$ cat src/rtl/pder_pkg.sv
// package of constants and types for the pulse detection event registers
package pder_pkg;

    // ************************************************************
    // register offsets
    // ************************************************************
    localparam logic [7:0] ADDR_CONFIG   = 8'h21;
    localparam logic [7:0] ADDR_SOURCE   = 8'h22;
    localparam logic [7:0] ADDR_THRESH_X = 8'h23;
    localparam logic [7:0] ADDR_THRESH_Y = 8'h24;
    localparam logic [7:0] ADDR_THRESH_Z = 8'h25;

    // ************************************************************
    // field positions and reset values
    // ************************************************************
    localparam int         NUM_AXES          = 3;
    localparam int         CFG_ABORT_BIT     = 7;
    localparam int         CFG_LATCH_BIT     = 6;
    localparam int         SRC_ACTIVE_BIT    = 7;
    localparam int         SRC_AXIS_LSB      = 4;
    localparam int         SRC_DOUBLE_BIT    = 3;
    localparam int         SRC_POL_LSB       = 0;
    localparam int         THRESH_W          = 7;
    localparam logic [7:0] CONFIG_RESET      = 8'h00;
    localparam logic [6:0] THRESH_RESET      = 7'h00;
    localparam logic [7:0] READ_ZERO         = 8'h00;
    // threshold scale: milli-g per step and fixed full range in g
    localparam int         THRESH_STEP_MILLI_G = 63;
    localparam int         THRESH_RANGE_G      = 8;

    // ************************************************************
    // per-axis detector states
    // ************************************************************
    typedef enum logic [4:0] {
        PDER_IDLE    = 5'h01,
        PDER_FIRST   = 5'h02,
        PDER_LATENCY = 5'h04,
        PDER_WINDOW  = 5'h08,
        PDER_SECOND  = 5'h10
    } pder_axis_state_t;

endpackage

$ cat src/rtl/pder_axis.sv
// per-axis single and double pulse detector
`timescale 1ns/100ps
module pder_axis #(
    parameter int SAMPLE_W = 8
) (
    // clock and reset
    input  wire logic                           ref_clk,
    input  wire logic                           rst,
    // samples, one per output data period
    input  wire logic                           sample_valid,
    input  wire logic signed [SAMPLE_W-1:0]     sample,
    // settings
    input  wire logic [pder_pkg::THRESH_W-1:0]  threshold,
    input  wire logic [7:0]                     time_limit,
    input  wire logic [7:0]                     latency,
    input  wire logic [7:0]                     window,
    input  wire logic                           abort_option,
    // results
    output logic                                single_evt,
    output logic                                double_evt,
    output logic                                polarity
);

    if (SAMPLE_W <= pder_pkg::THRESH_W) begin : g_bad_width
        $error("pder_axis: sample narrower than threshold");
    end

    typedef struct packed {
        pder_pkg::pder_axis_state_t state;
        logic [7:0]                 cnt;
        logic                       sign;
        logic                       stale;
        logic                       seen_hi;
        logic                       aborted;
        logic                       single_evt;
        logic                       double_evt;
        logic                       polarity;
    } pder_axis_regs_t;

    pder_axis_regs_t             r;
    pder_axis_regs_t             next_r;
    logic [SAMPLE_W-1:0]         mag;
    logic                        above;

    // unsigned magnitude; one step of threshold equals one sample lsb
    assign mag   = sample[SAMPLE_W-1] ? SAMPLE_W'(-sample) : SAMPLE_W'(sample);
    assign above = mag > SAMPLE_W'(threshold);

    always_comb begin
        next_r            = r;
        next_r.single_evt = 1'b0;
        next_r.double_evt = 1'b0;
        if (sample_valid) begin
            if (!above) begin
                next_r.stale = 1'b0;
            end
            unique case (r.state)
                pder_pkg::PDER_IDLE: begin
                    if (above && !r.stale) begin
                        next_r.state = pder_pkg::PDER_FIRST;
                        next_r.cnt   = 8'h00;
                        next_r.sign  = sample[SAMPLE_W-1];
                    end
                end
                pder_pkg::PDER_FIRST: begin
                    if (!above) begin
                        next_r.single_evt = 1'b1;
                        next_r.polarity   = r.sign;
                        next_r.state      = pder_pkg::PDER_LATENCY;
                        next_r.cnt        = 8'h00;
                        next_r.seen_hi    = 1'b0;
                        next_r.aborted    = 1'b0;
                    end else if (r.cnt >= time_limit) begin
                        // too long to be a pulse: wait for the level to drop
                        next_r.state = pder_pkg::PDER_IDLE;
                        next_r.stale = 1'b1;
                    end else begin
                        next_r.cnt = r.cnt + 8'h01;
                    end
                end
                pder_pkg::PDER_LATENCY: begin
                    // pulses here never raise an event
                    if (above) begin
                        next_r.seen_hi = 1'b1;
                    end else if (r.seen_hi && abort_option) begin
                        next_r.aborted = 1'b1;
                    end
                    if (r.cnt >= latency) begin
                        // without abort option a pulse here is simply ignored
                        next_r.state = next_r.aborted ? pder_pkg::PDER_IDLE
                                                      : pder_pkg::PDER_WINDOW;
                        next_r.stale = above;
                        next_r.cnt   = 8'h00;
                    end else begin
                        next_r.cnt = r.cnt + 8'h01;
                    end
                end
                pder_pkg::PDER_WINDOW: begin
                    if (above && !r.stale) begin
                        next_r.state = pder_pkg::PDER_SECOND;
                        next_r.cnt   = 8'h00;
                        next_r.sign  = sample[SAMPLE_W-1];
                    end else if (r.cnt >= window) begin
                        next_r.state = pder_pkg::PDER_IDLE;
                    end else begin
                        next_r.cnt = r.cnt + 8'h01;
                    end
                end
                pder_pkg::PDER_SECOND: begin
                    if (!above) begin
                        next_r.double_evt = 1'b1;
                        next_r.polarity   = r.sign;
                        next_r.state      = pder_pkg::PDER_IDLE;
                    end else if (r.cnt >= time_limit) begin
                        next_r.state = pder_pkg::PDER_IDLE;
                        next_r.stale = 1'b1;
                    end else begin
                        next_r.cnt = r.cnt + 8'h01;
                    end
                end
                default: begin
                    next_r.state = pder_pkg::PDER_IDLE;
                end
            endcase
        end
    end

    always_ff @(posedge ref_clk) begin
        if (rst) begin
            r       <= '0;
            r.state <= pder_pkg::PDER_IDLE;
        end else begin
            r <= next_r;
        end
    end

    assign single_evt = r.single_evt;
    assign double_evt = r.double_evt;
    assign polarity   = r.polarity;

endmodule // pder_axis

$ cat src/rtl/pder_regs.sv
// pulse detection configuration, source and threshold register bank
`timescale 1ns/100ps
module pder_regs #(
    parameter int SAMPLE_W = 8
) (
    // clock and reset
    input  wire logic                       ref_clk,
    input  wire logic                       rst,
    // register access port
    input  wire logic [7:0]                 reg_addr,
    input  wire logic                       reg_write,
    input  wire logic [7:0]                 reg_wdata,
    input  wire logic                       reg_read,
    output logic [7:0]                      reg_rdata,
    // acceleration samples
    input  wire logic                       sample_valid,
    input  wire logic signed [SAMPLE_W-1:0] accel_x,
    input  wire logic signed [SAMPLE_W-1:0] accel_y,
    input  wire logic signed [SAMPLE_W-1:0] accel_z,
    // timer settings, in sample periods
    input  wire logic [7:0]                 time_limit,
    input  wire logic [7:0]                 latency_timer_setting,
    input  wire logic [7:0]                 double_window,
    // interrupt
    output logic                            pulse_irq
);

    if (SAMPLE_W < 8 || SAMPLE_W > 16) begin : g_bad_width
        $error("pder_regs: SAMPLE_W must be 8 to 16");
    end

    // ************************************************************
    // state
    // ************************************************************
    typedef struct packed {
        logic [7:0]                                    config_reg;
        logic [7:0]                                    source;
        logic [pder_pkg::NUM_AXES-1:0][pder_pkg::THRESH_W-1:0] thresh;
        logic [7:0]                                    rdata;
        logic                                          irq;
    } pder_regs_state_t;

    pder_regs_state_t                                   r;
    pder_regs_state_t                                   next_r;
    logic signed [pder_pkg::NUM_AXES-1:0][SAMPLE_W-1:0] accel;
    logic [pder_pkg::NUM_AXES-1:0]                      single_evt;
    logic [pder_pkg::NUM_AXES-1:0]                      double_evt;
    logic [pder_pkg::NUM_AXES-1:0]                      pol_evt;
    logic [pder_pkg::NUM_AXES-1:0]                      single_hit;
    logic [pder_pkg::NUM_AXES-1:0]                      double_hit;
    logic [pder_pkg::NUM_AXES-1:0]                      hit;
    logic [4:0]                                         wr_sel;
    logic [4:0]                                         rd_sel;

    // one-hot decode: config, source, threshold x, y, z
    function automatic logic [4:0] reg_decode(input logic [7:0] addr);
        logic [4:0] sel;
        sel = 5'h00;
        unique case (addr)
            pder_pkg::ADDR_CONFIG:   sel = 5'h01;
            pder_pkg::ADDR_SOURCE:   sel = 5'h02;
            pder_pkg::ADDR_THRESH_X: sel = 5'h04;
            pder_pkg::ADDR_THRESH_Y: sel = 5'h08;
            pder_pkg::ADDR_THRESH_Z: sel = 5'h10;
            default:                 sel = 5'h00;
        endcase
        return sel;
    endfunction

    assign wr_sel = reg_write ? reg_decode(reg_addr) : 5'h00;
    assign rd_sel = reg_read  ? reg_decode(reg_addr) : 5'h00;

    assign accel[0] = accel_x;
    assign accel[1] = accel_y;
    assign accel[2] = accel_z;

    // ************************************************************
    // per-axis detectors
    // ************************************************************
    for (genvar a = 0; a < pder_pkg::NUM_AXES; a++) begin : g_axis
        pder_axis #(
            .SAMPLE_W (SAMPLE_W)
        ) u_axis (
            .ref_clk      (ref_clk),
            .rst          (rst),
            .sample_valid (sample_valid),
            .sample       (accel[a]),
            .threshold    (r.thresh[a]),
            .time_limit   (time_limit),
            .latency      (latency_timer_setting),
            .window       (double_window),
            .abort_option (r.config_reg[pder_pkg::CFG_ABORT_BIT]),
            .single_evt   (single_evt[a]),
            .double_evt   (double_evt[a]),
            .polarity     (pol_evt[a])
        );
        // even bit enables single, odd bit double, per axis
        assign single_hit[a] = single_evt[a] & r.config_reg[2*a];
        assign double_hit[a] = double_evt[a] & r.config_reg[2*a+1];
        assign hit[a]        = single_hit[a] | double_hit[a];
    end

    // ************************************************************
    // register update
    // ************************************************************
    always_comb begin
        logic                          latch_on;
        logic [pder_pkg::NUM_AXES-1:0] pol_now;
        latch_on = r.config_reg[pder_pkg::CFG_LATCH_BIT];
        pol_now  = r.source[pder_pkg::SRC_POL_LSB +: pder_pkg::NUM_AXES];
        next_r   = r;

        if (wr_sel[0]) begin
            next_r.config_reg = reg_wdata;
        end
        for (int a = 0; a < pder_pkg::NUM_AXES; a++) begin
            if (wr_sel[2+a]) begin
                next_r.thresh[a] = reg_wdata[pder_pkg::THRESH_W-1:0];
            end
        end

        // read data shows the value before any clear in this cycle
        if (rd_sel[0]) begin
            next_r.rdata = r.config_reg;
        end else if (rd_sel[1]) begin
            next_r.rdata = r.source;
        end else if (|rd_sel[4:2]) begin
            next_r.rdata = pder_pkg::READ_ZERO;
            for (int a = 0; a < pder_pkg::NUM_AXES; a++) begin
                if (rd_sel[2+a]) begin
                    next_r.rdata = {1'b0, r.thresh[a]};
                end
            end
        end else if (reg_read) begin
            next_r.rdata = pder_pkg::READ_ZERO;
        end

        // source read clears the whole source register; an event in the same cycle still lands
        if (rd_sel[1]) begin
            next_r.source = pder_pkg::READ_ZERO;
            pol_now       = '0;
        end

        if (|hit) begin
            if (next_r.source[pder_pkg::SRC_ACTIVE_BIT] && latch_on) begin
                // held until the host reads the source register
                next_r.source = next_r.source;
            end else begin
                for (int a = 0; a < pder_pkg::NUM_AXES; a++) begin
                    if (hit[a]) begin
                        pol_now[a] = pol_evt[a];
                    end
                end
                // latching off or no event held yet: active, axis and double bits track the newest result; axes without a hit keep their polarity bits
                next_r.source[pder_pkg::SRC_ACTIVE_BIT] = 1'b1;
                next_r.source[pder_pkg::SRC_AXIS_LSB +: pder_pkg::NUM_AXES] = hit;
                next_r.source[pder_pkg::SRC_DOUBLE_BIT] = |double_hit;
                next_r.source[pder_pkg::SRC_POL_LSB +: pder_pkg::NUM_AXES] = pol_now;
            end
        end

        // interrupt follows the active flag, so a source read drops it
        next_r.irq = next_r.source[pder_pkg::SRC_ACTIVE_BIT];
    end

    always_ff @(posedge ref_clk) begin
        if (rst) begin
            r            <= '0;
            r.config_reg <= pder_pkg::CONFIG_RESET;
            r.thresh     <= {pder_pkg::NUM_AXES{pder_pkg::THRESH_RESET}};
        end else begin
            r <= next_r;
        end
    end

    assign reg_rdata = r.rdata;
    assign pulse_irq = r.irq;

endmodule // pder_regs
$ cat config.mk
export PLATFORM = sky130hd
export DESIGN_NAME = pder_regs
export DESIGN_NICKNAME = d
export VERILOG_FILES = /design/src/rtl/pder_pkg.sv /design/src/rtl/pder_axis.sv /design/src/rtl/pder_regs.sv
export SDC_FILE = /design/constraint.sdc
export NUM_CORES = 1
export LEC_CHECK = 0
export BUFFER_PORTS_ARGS = -buffer_cell sky130_fd_sc_hd__buf_4
export CORE_MARGIN = 5
export CORE_UTILIZATION = 45
export CTS_BUF_LIST = sky130_fd_sc_hd__clkbuf_2
export DETAILED_ROUTE_END_ITERATION = 7
export GPL_ROUTABILITY_DRIVEN = 0
export PLACE_DENSITY = 0.67
export SYNTH_ARGS = -nofsm -noshare
export SYNTH_HDL_FRONTEND = slang
export SYNTH_SLANG_ARGS = --single-unit
export TNS_END_PERCENT = 50
$ cat constraint.sdc
create_clock -name ref_clk -period 7.2 [get_ports ref_clk]
set_input_delay 0.36 -clock ref_clk [delete_from_list [all_inputs] [get_ports ref_clk]]
set_output_delay 0.36 -clock ref_clk [all_outputs]
set_load 0.1 [all_outputs]
==> impl_metrics.yaml, run 1 <==
layout:
  layout_cell_area_excl_fill_um2: 8840
  num-fill-cells: 1749
  final-instance-count-excl-fill: 1311
  final_net_count: 1248
  layout-drive-gt1-share_pct: 12.26
  area.growth.synth_to_final_pct: 11.82
synth:
  synth_cell_type_count: 72
  synth.area.mux_share_pct: 1.140
  synth-seq-area-share_pct: 26.59
  yosys-top-cells-area: "sky130_fd_sc_hd__dfxtp_1, sky130_fd_sc_hd__ha_1, sky130_fd_sc_hd__a21oi_1"
  mappedNetlistArea_um2: 7905
  yosysTopAreaCell: "sky130_fd_sc_hd__dfxtp_1"
  dominant_combinational_cell_family_by_area_after_synthesis: "simple AND/OR/NAND/NOR gates"
  synth.most_common_cell: "sky130_fd_sc_hd__dfxtp_1"
  yosys.area.top_type_share_pct: 26.59
  synth_common_cells: "sky130_fd_sc_hd__dfxtp_1, sky130_fd_sc_hd__a21oi_1, sky130_fd_sc_hd__nand2_1"
  synth-compound-area-share_pct: 24.31
  area_fraction_in_and_or_nand_and_nor_cells_after_synthesis_pct: 24.75
  synth_fa_ha_area_share_pct: 15.67
  synth.net_count: 1186
  post_syn_area_per_cell_um2: 7.765
  ys_warn_count: 0
  synth_register_bits: 105
  synth_enable_flop_cells: 0
  postSynth.asyncResetShare_pct: 0
  dominantRegCellSynth: "sky130_fd_sc_hd__dfxtp_1"
  synthesis.instances: 1018
  synthXorXnorAreaFrac_pct: 1.994
drt:
  drc_errors: 0
  final_antenna_net_count: 0
  drt_pass_1_iters: 7
  avgViaCountPerCell: 5.759
  wl_per_cell_um: 15.86
  drt_iter0_drc: 492
  vias: 7550
  detail_route.wirelength_um: 20800
clocking:
  largest_buffer_count_on_any_clock_path: 2
  cts_max_level: 3
  tritoncts: "done"
  clk_sinks: 105
  post_cts.repair.setup_buffers: 0
  cts.hold.buffers_added: 11
  path_clk_slew_ps: 290
  insertion_delay_ps: 660
  cts_inserted_buffers: 9
  post_cts_resize_count: 0
  root_buffer: "sky130_fd_sc_hd__clkbuf_2"
worst_setup_path:
  required_time_reported_for_the_critical_path_endpoint_ps: 7780
  worstSetupEndpointType: "flip-flop"
  reg2reg_setup_slack_ps: 3970
  path_max_fanout: 11
  worstSetupStartpointType: "flip-flop"
  cp.arrival_ps: 3810
  path_class: "flip-flop to flip-flop"
timing:
  final_hold_viol_count: 0
  maxClockFrequency_ghz: 0.3095
  timing.final.crit_period_ps: 3231
  timing.final.max_slew_violations: 0
  worst_slew_margin_rel_pct: 33.63
  timing.clock.skew_ps: 45.04
  finalSetupViolations: 0
  worst_margin_slew_ps: 995.5
  finalSetupTns_ps: 0
  rsz0062_at_grt: "false"
  finalCritPeriodShare_pct: 44.88
floorplan:
  core_region_area_um2: 17300
  num_io_pins: 78
  die_height_um: 142.5
  initial_core_util_pct: 45.70
  die_area_um2: 20320
  floorplan.rows: 48
  chipWidth_um: 142.5
global_routing:
  grt_pass1_vias: 7015
  grt_pass1_wl_um: 34190
  grt_start_max_net_pins: 92
  gr-usage-all-layers_pct: 20.44
  grt.overflow.total: 0
  grt_antenna_before_repair: 1
pwr:
  power.density_nw_per_um2: 138.1
  vdd.ir_drop.worst_uv: 111.1
  share_clk_of_total_power_pct: 23.1
  power.net_switching_mw: 0.4350
  sw_frac_of_total_pct: 35.62
  p_leak_nw: 3.551
  sequential_share_of_power_pct: 50.3
  cellInternalPower_mw: 0.7861
  power_frac_comb_pct: 26.6
placement:
  detailedPlacementHpwl_um: 16260
  dp.cells: 1283
  port_bufs: 77
  dpl-instance-area_um2: 8616
hold_path:
  hp-class: "input port to flip-flop"
status:
  status: "complete, no violations"
flow_run:
  max_cap_violations: 0
-- kinds of logic after synthesis --
kind of cell / count (synthesis)
and+or+nand+nor: 384
AOI/OAI and AO/OA: 297
buffers and inverters: 106
DFF: 105
adders and majority gates: 99
xor gates and xnor gates: 18
muxes: 9
-- sequential cells by signal, indices dropped and copies added, names as in the netlist --
register,flops
g_axis.u_axis.double_evt,3
g_axis.u_axis.polarity,3
g_axis.u_axis.r,51
g_axis.u_axis.single_evt,3
r,37
reg_rdata,8
-- cells in the final DEF, fill, tap and decap left out, drive strengths merged, types with 3 or more instances in the layout --
master and count:
dfxtp 105, a21oi 101, nand2 100, ha 99, nor2 84, buf 80
o21ai 70, inv 69, nand3 54, and3 22, nand2b 19, nor3 18
xnor2 17, a211oi 15, o211ai 14, or3 14, a22oi 13, nor3b 13
a31oi 12, nand3b 11, dlygate4sd3 11, nand4 10, nor2b 10, clkbuf 10
mux2i 9, and2 9, a21o 8, a222oi 8, a311oi 8, o31ai 7
or2 6, o21a 6, a211o 5, a31o 4, o22ai 4, a221oi 4
nor4b 3
-- layer usage --
metal  routed length [um]  global-route usage, %
met2                 9524                  33.51
met1                 9873                  28.20
met3                 1017                  3.226
met4                  382                  5.053
met5                    0                      0
-- cell type report --
cell class | instances | area, um2 | share of cell area [%]
Tap cell | 225 | 281.5 | 3.185
Timing Repair Buffer | 91 | 710.7 | 8.040
Inverter | 66 | 247.7 | 2.803
Sequential cell | 105 | 2102 | 23.78
Clock buffer | 10 | 50.05 | 0.5662
Multi-Input combinational cell | 807 | 5384 | 60.91
Clock inverter | 6 | 61.31 | 0.6936
Antenna cell | 1 | 2.502 | 0.02831
-- through the flow --
| stage | setup WS, ps | utilization, % | hold slack (ps) | total power, mW |
|---|---|---|---|---|
| 2_1_floorplan | 3841 | - | 431.3 | 0.8522 |
| 3_3_place_gp | 3501 | 49.81 | 442.8 | 0.9387 |
| 3_5_place_dp | 3400 | 49.81 | 448.8 | 0.9409 |
| 4_1_cts | 3994 | 51.09 | 1.209 | 1.233 |
| 5_1_grt | 3605 | 51.11 | 24.87 | 1.299 |
| 6_report | 3969 | 51.11 | 50.72 | 1.221 |
-- path summary, 6_finish.rpt --
path / from / to / cells after the start
worst max-delay path: g_axis[0].u_axis.r[12] / g_axis[0].u_axis.r[9] / 8
worst min-delay path: accel_z[7] / g_axis[2].u_axis.r[6] / 3
worst max register to register: g_axis[0].u_axis.r[12] / g_axis[0].u_axis.r[9] / 8
worst min register to register: g_axis[2].u_axis.r[6] / g_axis[2].u_axis.polarity / 2
-- power groups by stage --
stage / registers, mW / logic (mW) / clock network, mW
final: 0.614 / 0.325 / 0.282
after global routing: 0.617 / 0.366 / 0.316
after CTS: 0.614 / 0.324 / 0.295
after detailed placement: 0.624 / 0.317 / 0
after global placement: 0.623 / 0.316 / 0
after floorplan: 0.618 / 0.234 / 0
-- worst max-delay path, cell delays in order (launching register included) --
cell and delay, ps:
sky130_fd_sc_hd__dfxtp_1 550, sky130_fd_sc_hd__ha_1 300, sky130_fd_sc_hd__a2111oi_0 530, sky130_fd_sc_hd__inv_1 80, sky130_fd_sc_hd__o31a_1 370, sky130_fd_sc_hd__a221o_1 380, sky130_fd_sc_hd__a21oi_1 610, sky130_fd_sc_hd__o21ai_0 200
sky130_fd_sc_hd__o22ai_1 150
No activity file was read; power rests on OpenSTA's default activity.
==> inputs of run 2 (changes only) <==
==> constraint.sdc (replaced) <==
create_clock -name ref_clk -period 3.3 [get_ports ref_clk]
set_input_delay 0.165 -clock ref_clk [delete_from_list [all_inputs] [get_ports ref_clk]]
set_output_delay 0.165 -clock ref_clk [all_outputs]
set_load 0.1 [all_outputs]
==> run 2 against run 1 <==
Against the previous run:
- non-clock buffer count increased by 32
- count of clock-buffer cells in the layout decreased by 1
- sequential cell count unchanged
- worst setup slack got worse by 3500 ps
- clock skew increased by 17 ps
- critical path type unchanged
- largest power group unchanged
- highest routed layer unchanged
==> impl_metrics.yaml, run 2 (same netlist as run 1, synthesis figures left out) <==
clocking:
  largest_buffer_count_on_any_clock_path: 2
  cts_max_level: 3
  root_buffer: "sky130_fd_sc_hd__clkbuf_2"
  tritoncts: "done"
  post_cts_resize_count: 0
  clk_sinks: 105
  cts_inserted_buffers: 9
  insertion_delay_ps: 640
  path_clk_slew_ps: 330
pwr:
  power_frac_comb_pct: 28.3
  cellInternalPower_mw: 1.750
  sequential_share_of_power_pct: 49.7
  p_leak_nw: 3.688
  vdd.ir_drop.worst_uv: 232.4
  sw_frac_of_total_pct: 35.09
  power.density_nw_per_um2: 296.3
  power.net_switching_mw: 0.9458
  share_clk_of_total_power_pct: 22.0
hold_path:
  hp-class: "input port to flip-flop"
  hold-path-cell-count: 5
  worst_hold_path.endpoint: "g_axis[1].u_axis.r[19]"
  hp-start: "accel_y[6]"
timing:
  timing.clock.skew_ps: 62.51
  final_hold_viol_count: 0
  timing.final.max_slew_violations: 0
  worst_slew_margin_rel_pct: 36.10
  finalSetupViolations: 0
  finalCritPeriodShare_pct: 84.88
  worst_margin_slew_ps: 958.4
  maxClockFrequency_ghz: 0.3570
  rsz0062_at_grt: "false"
  timing.final.crit_period_ps: 2801
worst_setup_path:
  cp_top_family: "simple AND/OR/NAND/NOR gates"
  critPathMostFrequentCell: "sky130_fd_sc_hd__buf_4"
  worstSetupStartpointType: "flip-flop"
  reg2reg_setup_slack_ps: 500
  slowest_stage: "sky130_fd_sc_hd__dfxtp_1"
  critical_path.reg2reg.startpoint: "r[24]"
  path_class: "flip-flop to flip-flop"
  worstSetupEndpointType: "flip-flop"
  required_time_reported_for_the_critical_path_endpoint_ps: 3780
  crit_chain: "inv_1 > ha_1 > and4_1 > nand3b_1 > a21oi_1 > buf_4 > o21a_2 > a22oi_1 > buf_4 > or3_1 > a32oi_1 > nor2_1"
  timing.critical_path.slowest_cell_delay_ps: 480
  worstPathBufferInverterCount: 3
  worstRegToRegCells: 12
  path_max_fanout: 8
  cp.arrival_ps: 3280
  crit-reg2reg-capture: "g_axis[2].u_axis.r[4]"
drt:
  drc_errors: 0
  drt_iter0_drc: 586
  detail_route.wirelength_um: 20980
  vias: 7696
  wl_per_cell_um: 15.63
  drt_pass_1_iters: 5
  avgViaCountPerCell: 5.735
  final_antenna_net_count: 0
layout:
  largest_register: "g_axis.u_axis.r"
  multi_input_logic_area_um2: 5384
  final-instance-count-excl-fill: 1342
  mostFrequentLayoutCell: "sky130_fd_sc_hd__dfxtp_1"
  final_net_count: 1280
  storage_element_area_um2: 2102
  final_core_util_pct: 52.60
  area.growth.synth_to_final_pct: 15.08
  layout-drive-gt1-share_pct: 13.89
  num-fill-cells: 1738
  max_reg_flops: 51
  layout_common_cells: "sky130_fd_sc_hd__dfxtp_1, sky130_fd_sc_hd__buf_4, sky130_fd_sc_hd__nand2_1, sky130_fd_sc_hd__a21oi_1, sky130_fd_sc_hd__ha_1"
global_routing:
  grt_antenna_before_repair: 1
  grt_pass1_vias: 7016
  gr-usage-all-layers_pct: 20.51
  grt.overflow.total: 0
  grt_start_max_net_pins: 92
  grt_pass1_wl_um: 34540
floorplan:
  die_area_um2: 20320
  core_region_area_um2: 17300
  floorplan.rows: 48
  chipWidth_um: 142.5
  initial_core_util_pct: 45.70
  die_height_um: 142.5
  num_io_pins: 78
flow_run:
  max_cap_violations: 0
status:
  status: "complete, no violations"
placement:
  dp.cells: 1306
  port_bufs: 77
  detailedPlacementHpwl_um: 16470
==> run 2: cell type report <==
class | count | share of cell area (%)
Antenna cell | 1 | 0.02751
Timing Repair Buffer | 123 | 10.70
Clock buffer | 9 | 0.4951
Inverter | 66 | 2.723
Clock inverter | 6 | 0.6739
Multi-Input combinational cell | 807 | 59.18
Sequential cell | 105 | 23.11
Tap cell | 225 | 3.094
==> run 2: stage by stage <==
stage          TNS [ps]  power [mW]  instance area, um2  worst slack (ps)  hold slack, ps
6_report              0       2.696                9097             499.0           70.83
2_1_floorplan         0       1.859                7905             136.2           312.1
5_1_grt               0       2.868                9097             277.6           44.89
4_1_cts               0       2.714                9095             531.3           17.02
3_5_place_dp     -4.104       2.101                8788            -4.104           451.0
3_3_place_gp          0       2.095                8788             113.0           446.6
==> run 2: repair_timing <==
action                                 CTS  global route
endpoints found under the hold margin   48             0
setup buffers                            0             0
hold buffers                            20             0
==> run 2: how the worst max path moves through the flow <==
stage                          startpoint                endpoint  slack, ps  cells after the start
floorplan                      accel_z[1]  g_axis[2].u_axis.r[10]        140                     13
CTS                                 r[24]   g_axis[2].u_axis.r[4]        530                     12
finish                              r[24]   g_axis[2].u_axis.r[4]        500                     12
detailed placement             accel_z[1]  g_axis[2].u_axis.r[10]         -4                     14
global route        g_axis[1].u_axis.r[9]  g_axis[1].u_axis.r[13]        280                     10
global placement               accel_z[1]  g_axis[2].u_axis.r[10]        110                     14
==> run 2: layer usage <==
metal / global-route usage [%] / vias up / part of all wire, %
met5: 0 / - / 0
met4: 4.052 / 0 / 1.4
met3: 3.595 / 20 / 5.7
met2: 33.75 / 222 / 46
met1: 28.37 / 3542 / 47
li1: - / 3912 / -
==> run 2: worst register-to-register path, stage by stage, from the launching register on <==
cell	delay [ps]
sky130_fd_sc_hd__dfxtp_1	480
sky130_fd_sc_hd__inv_1	60
sky130_fd_sc_hd__ha_1	280
sky130_fd_sc_hd__and4_1	200
sky130_fd_sc_hd__nand3b_1	170
sky130_fd_sc_hd__a21oi_1	240
sky130_fd_sc_hd__buf_4	180
sky130_fd_sc_hd__o21a_2	180
sky130_fd_sc_hd__a22oi_1	90
sky130_fd_sc_hd__buf_4	170
sky130_fd_sc_hd__or3_1	360
sky130_fd_sc_hd__a32oi_1	160
sky130_fd_sc_hd__nor2_1	50
==> run 2: power by group through the flow <==
| stage | Sequential [mW] | Combinational (mW) | Clock (mW) |
|---|---|---|---|
| detailed placement | 1.36 | 0.740 | 0 |
| finish | 1.34 | 0.764 | 0.593 |
| global placement | 1.36 | 0.736 | 0 |
| CTS | 1.34 | 0.761 | 0.613 |
| floorplan | 1.35 | 0.510 | 0 |
| global route | 1.35 | 0.856 | 0.664 |
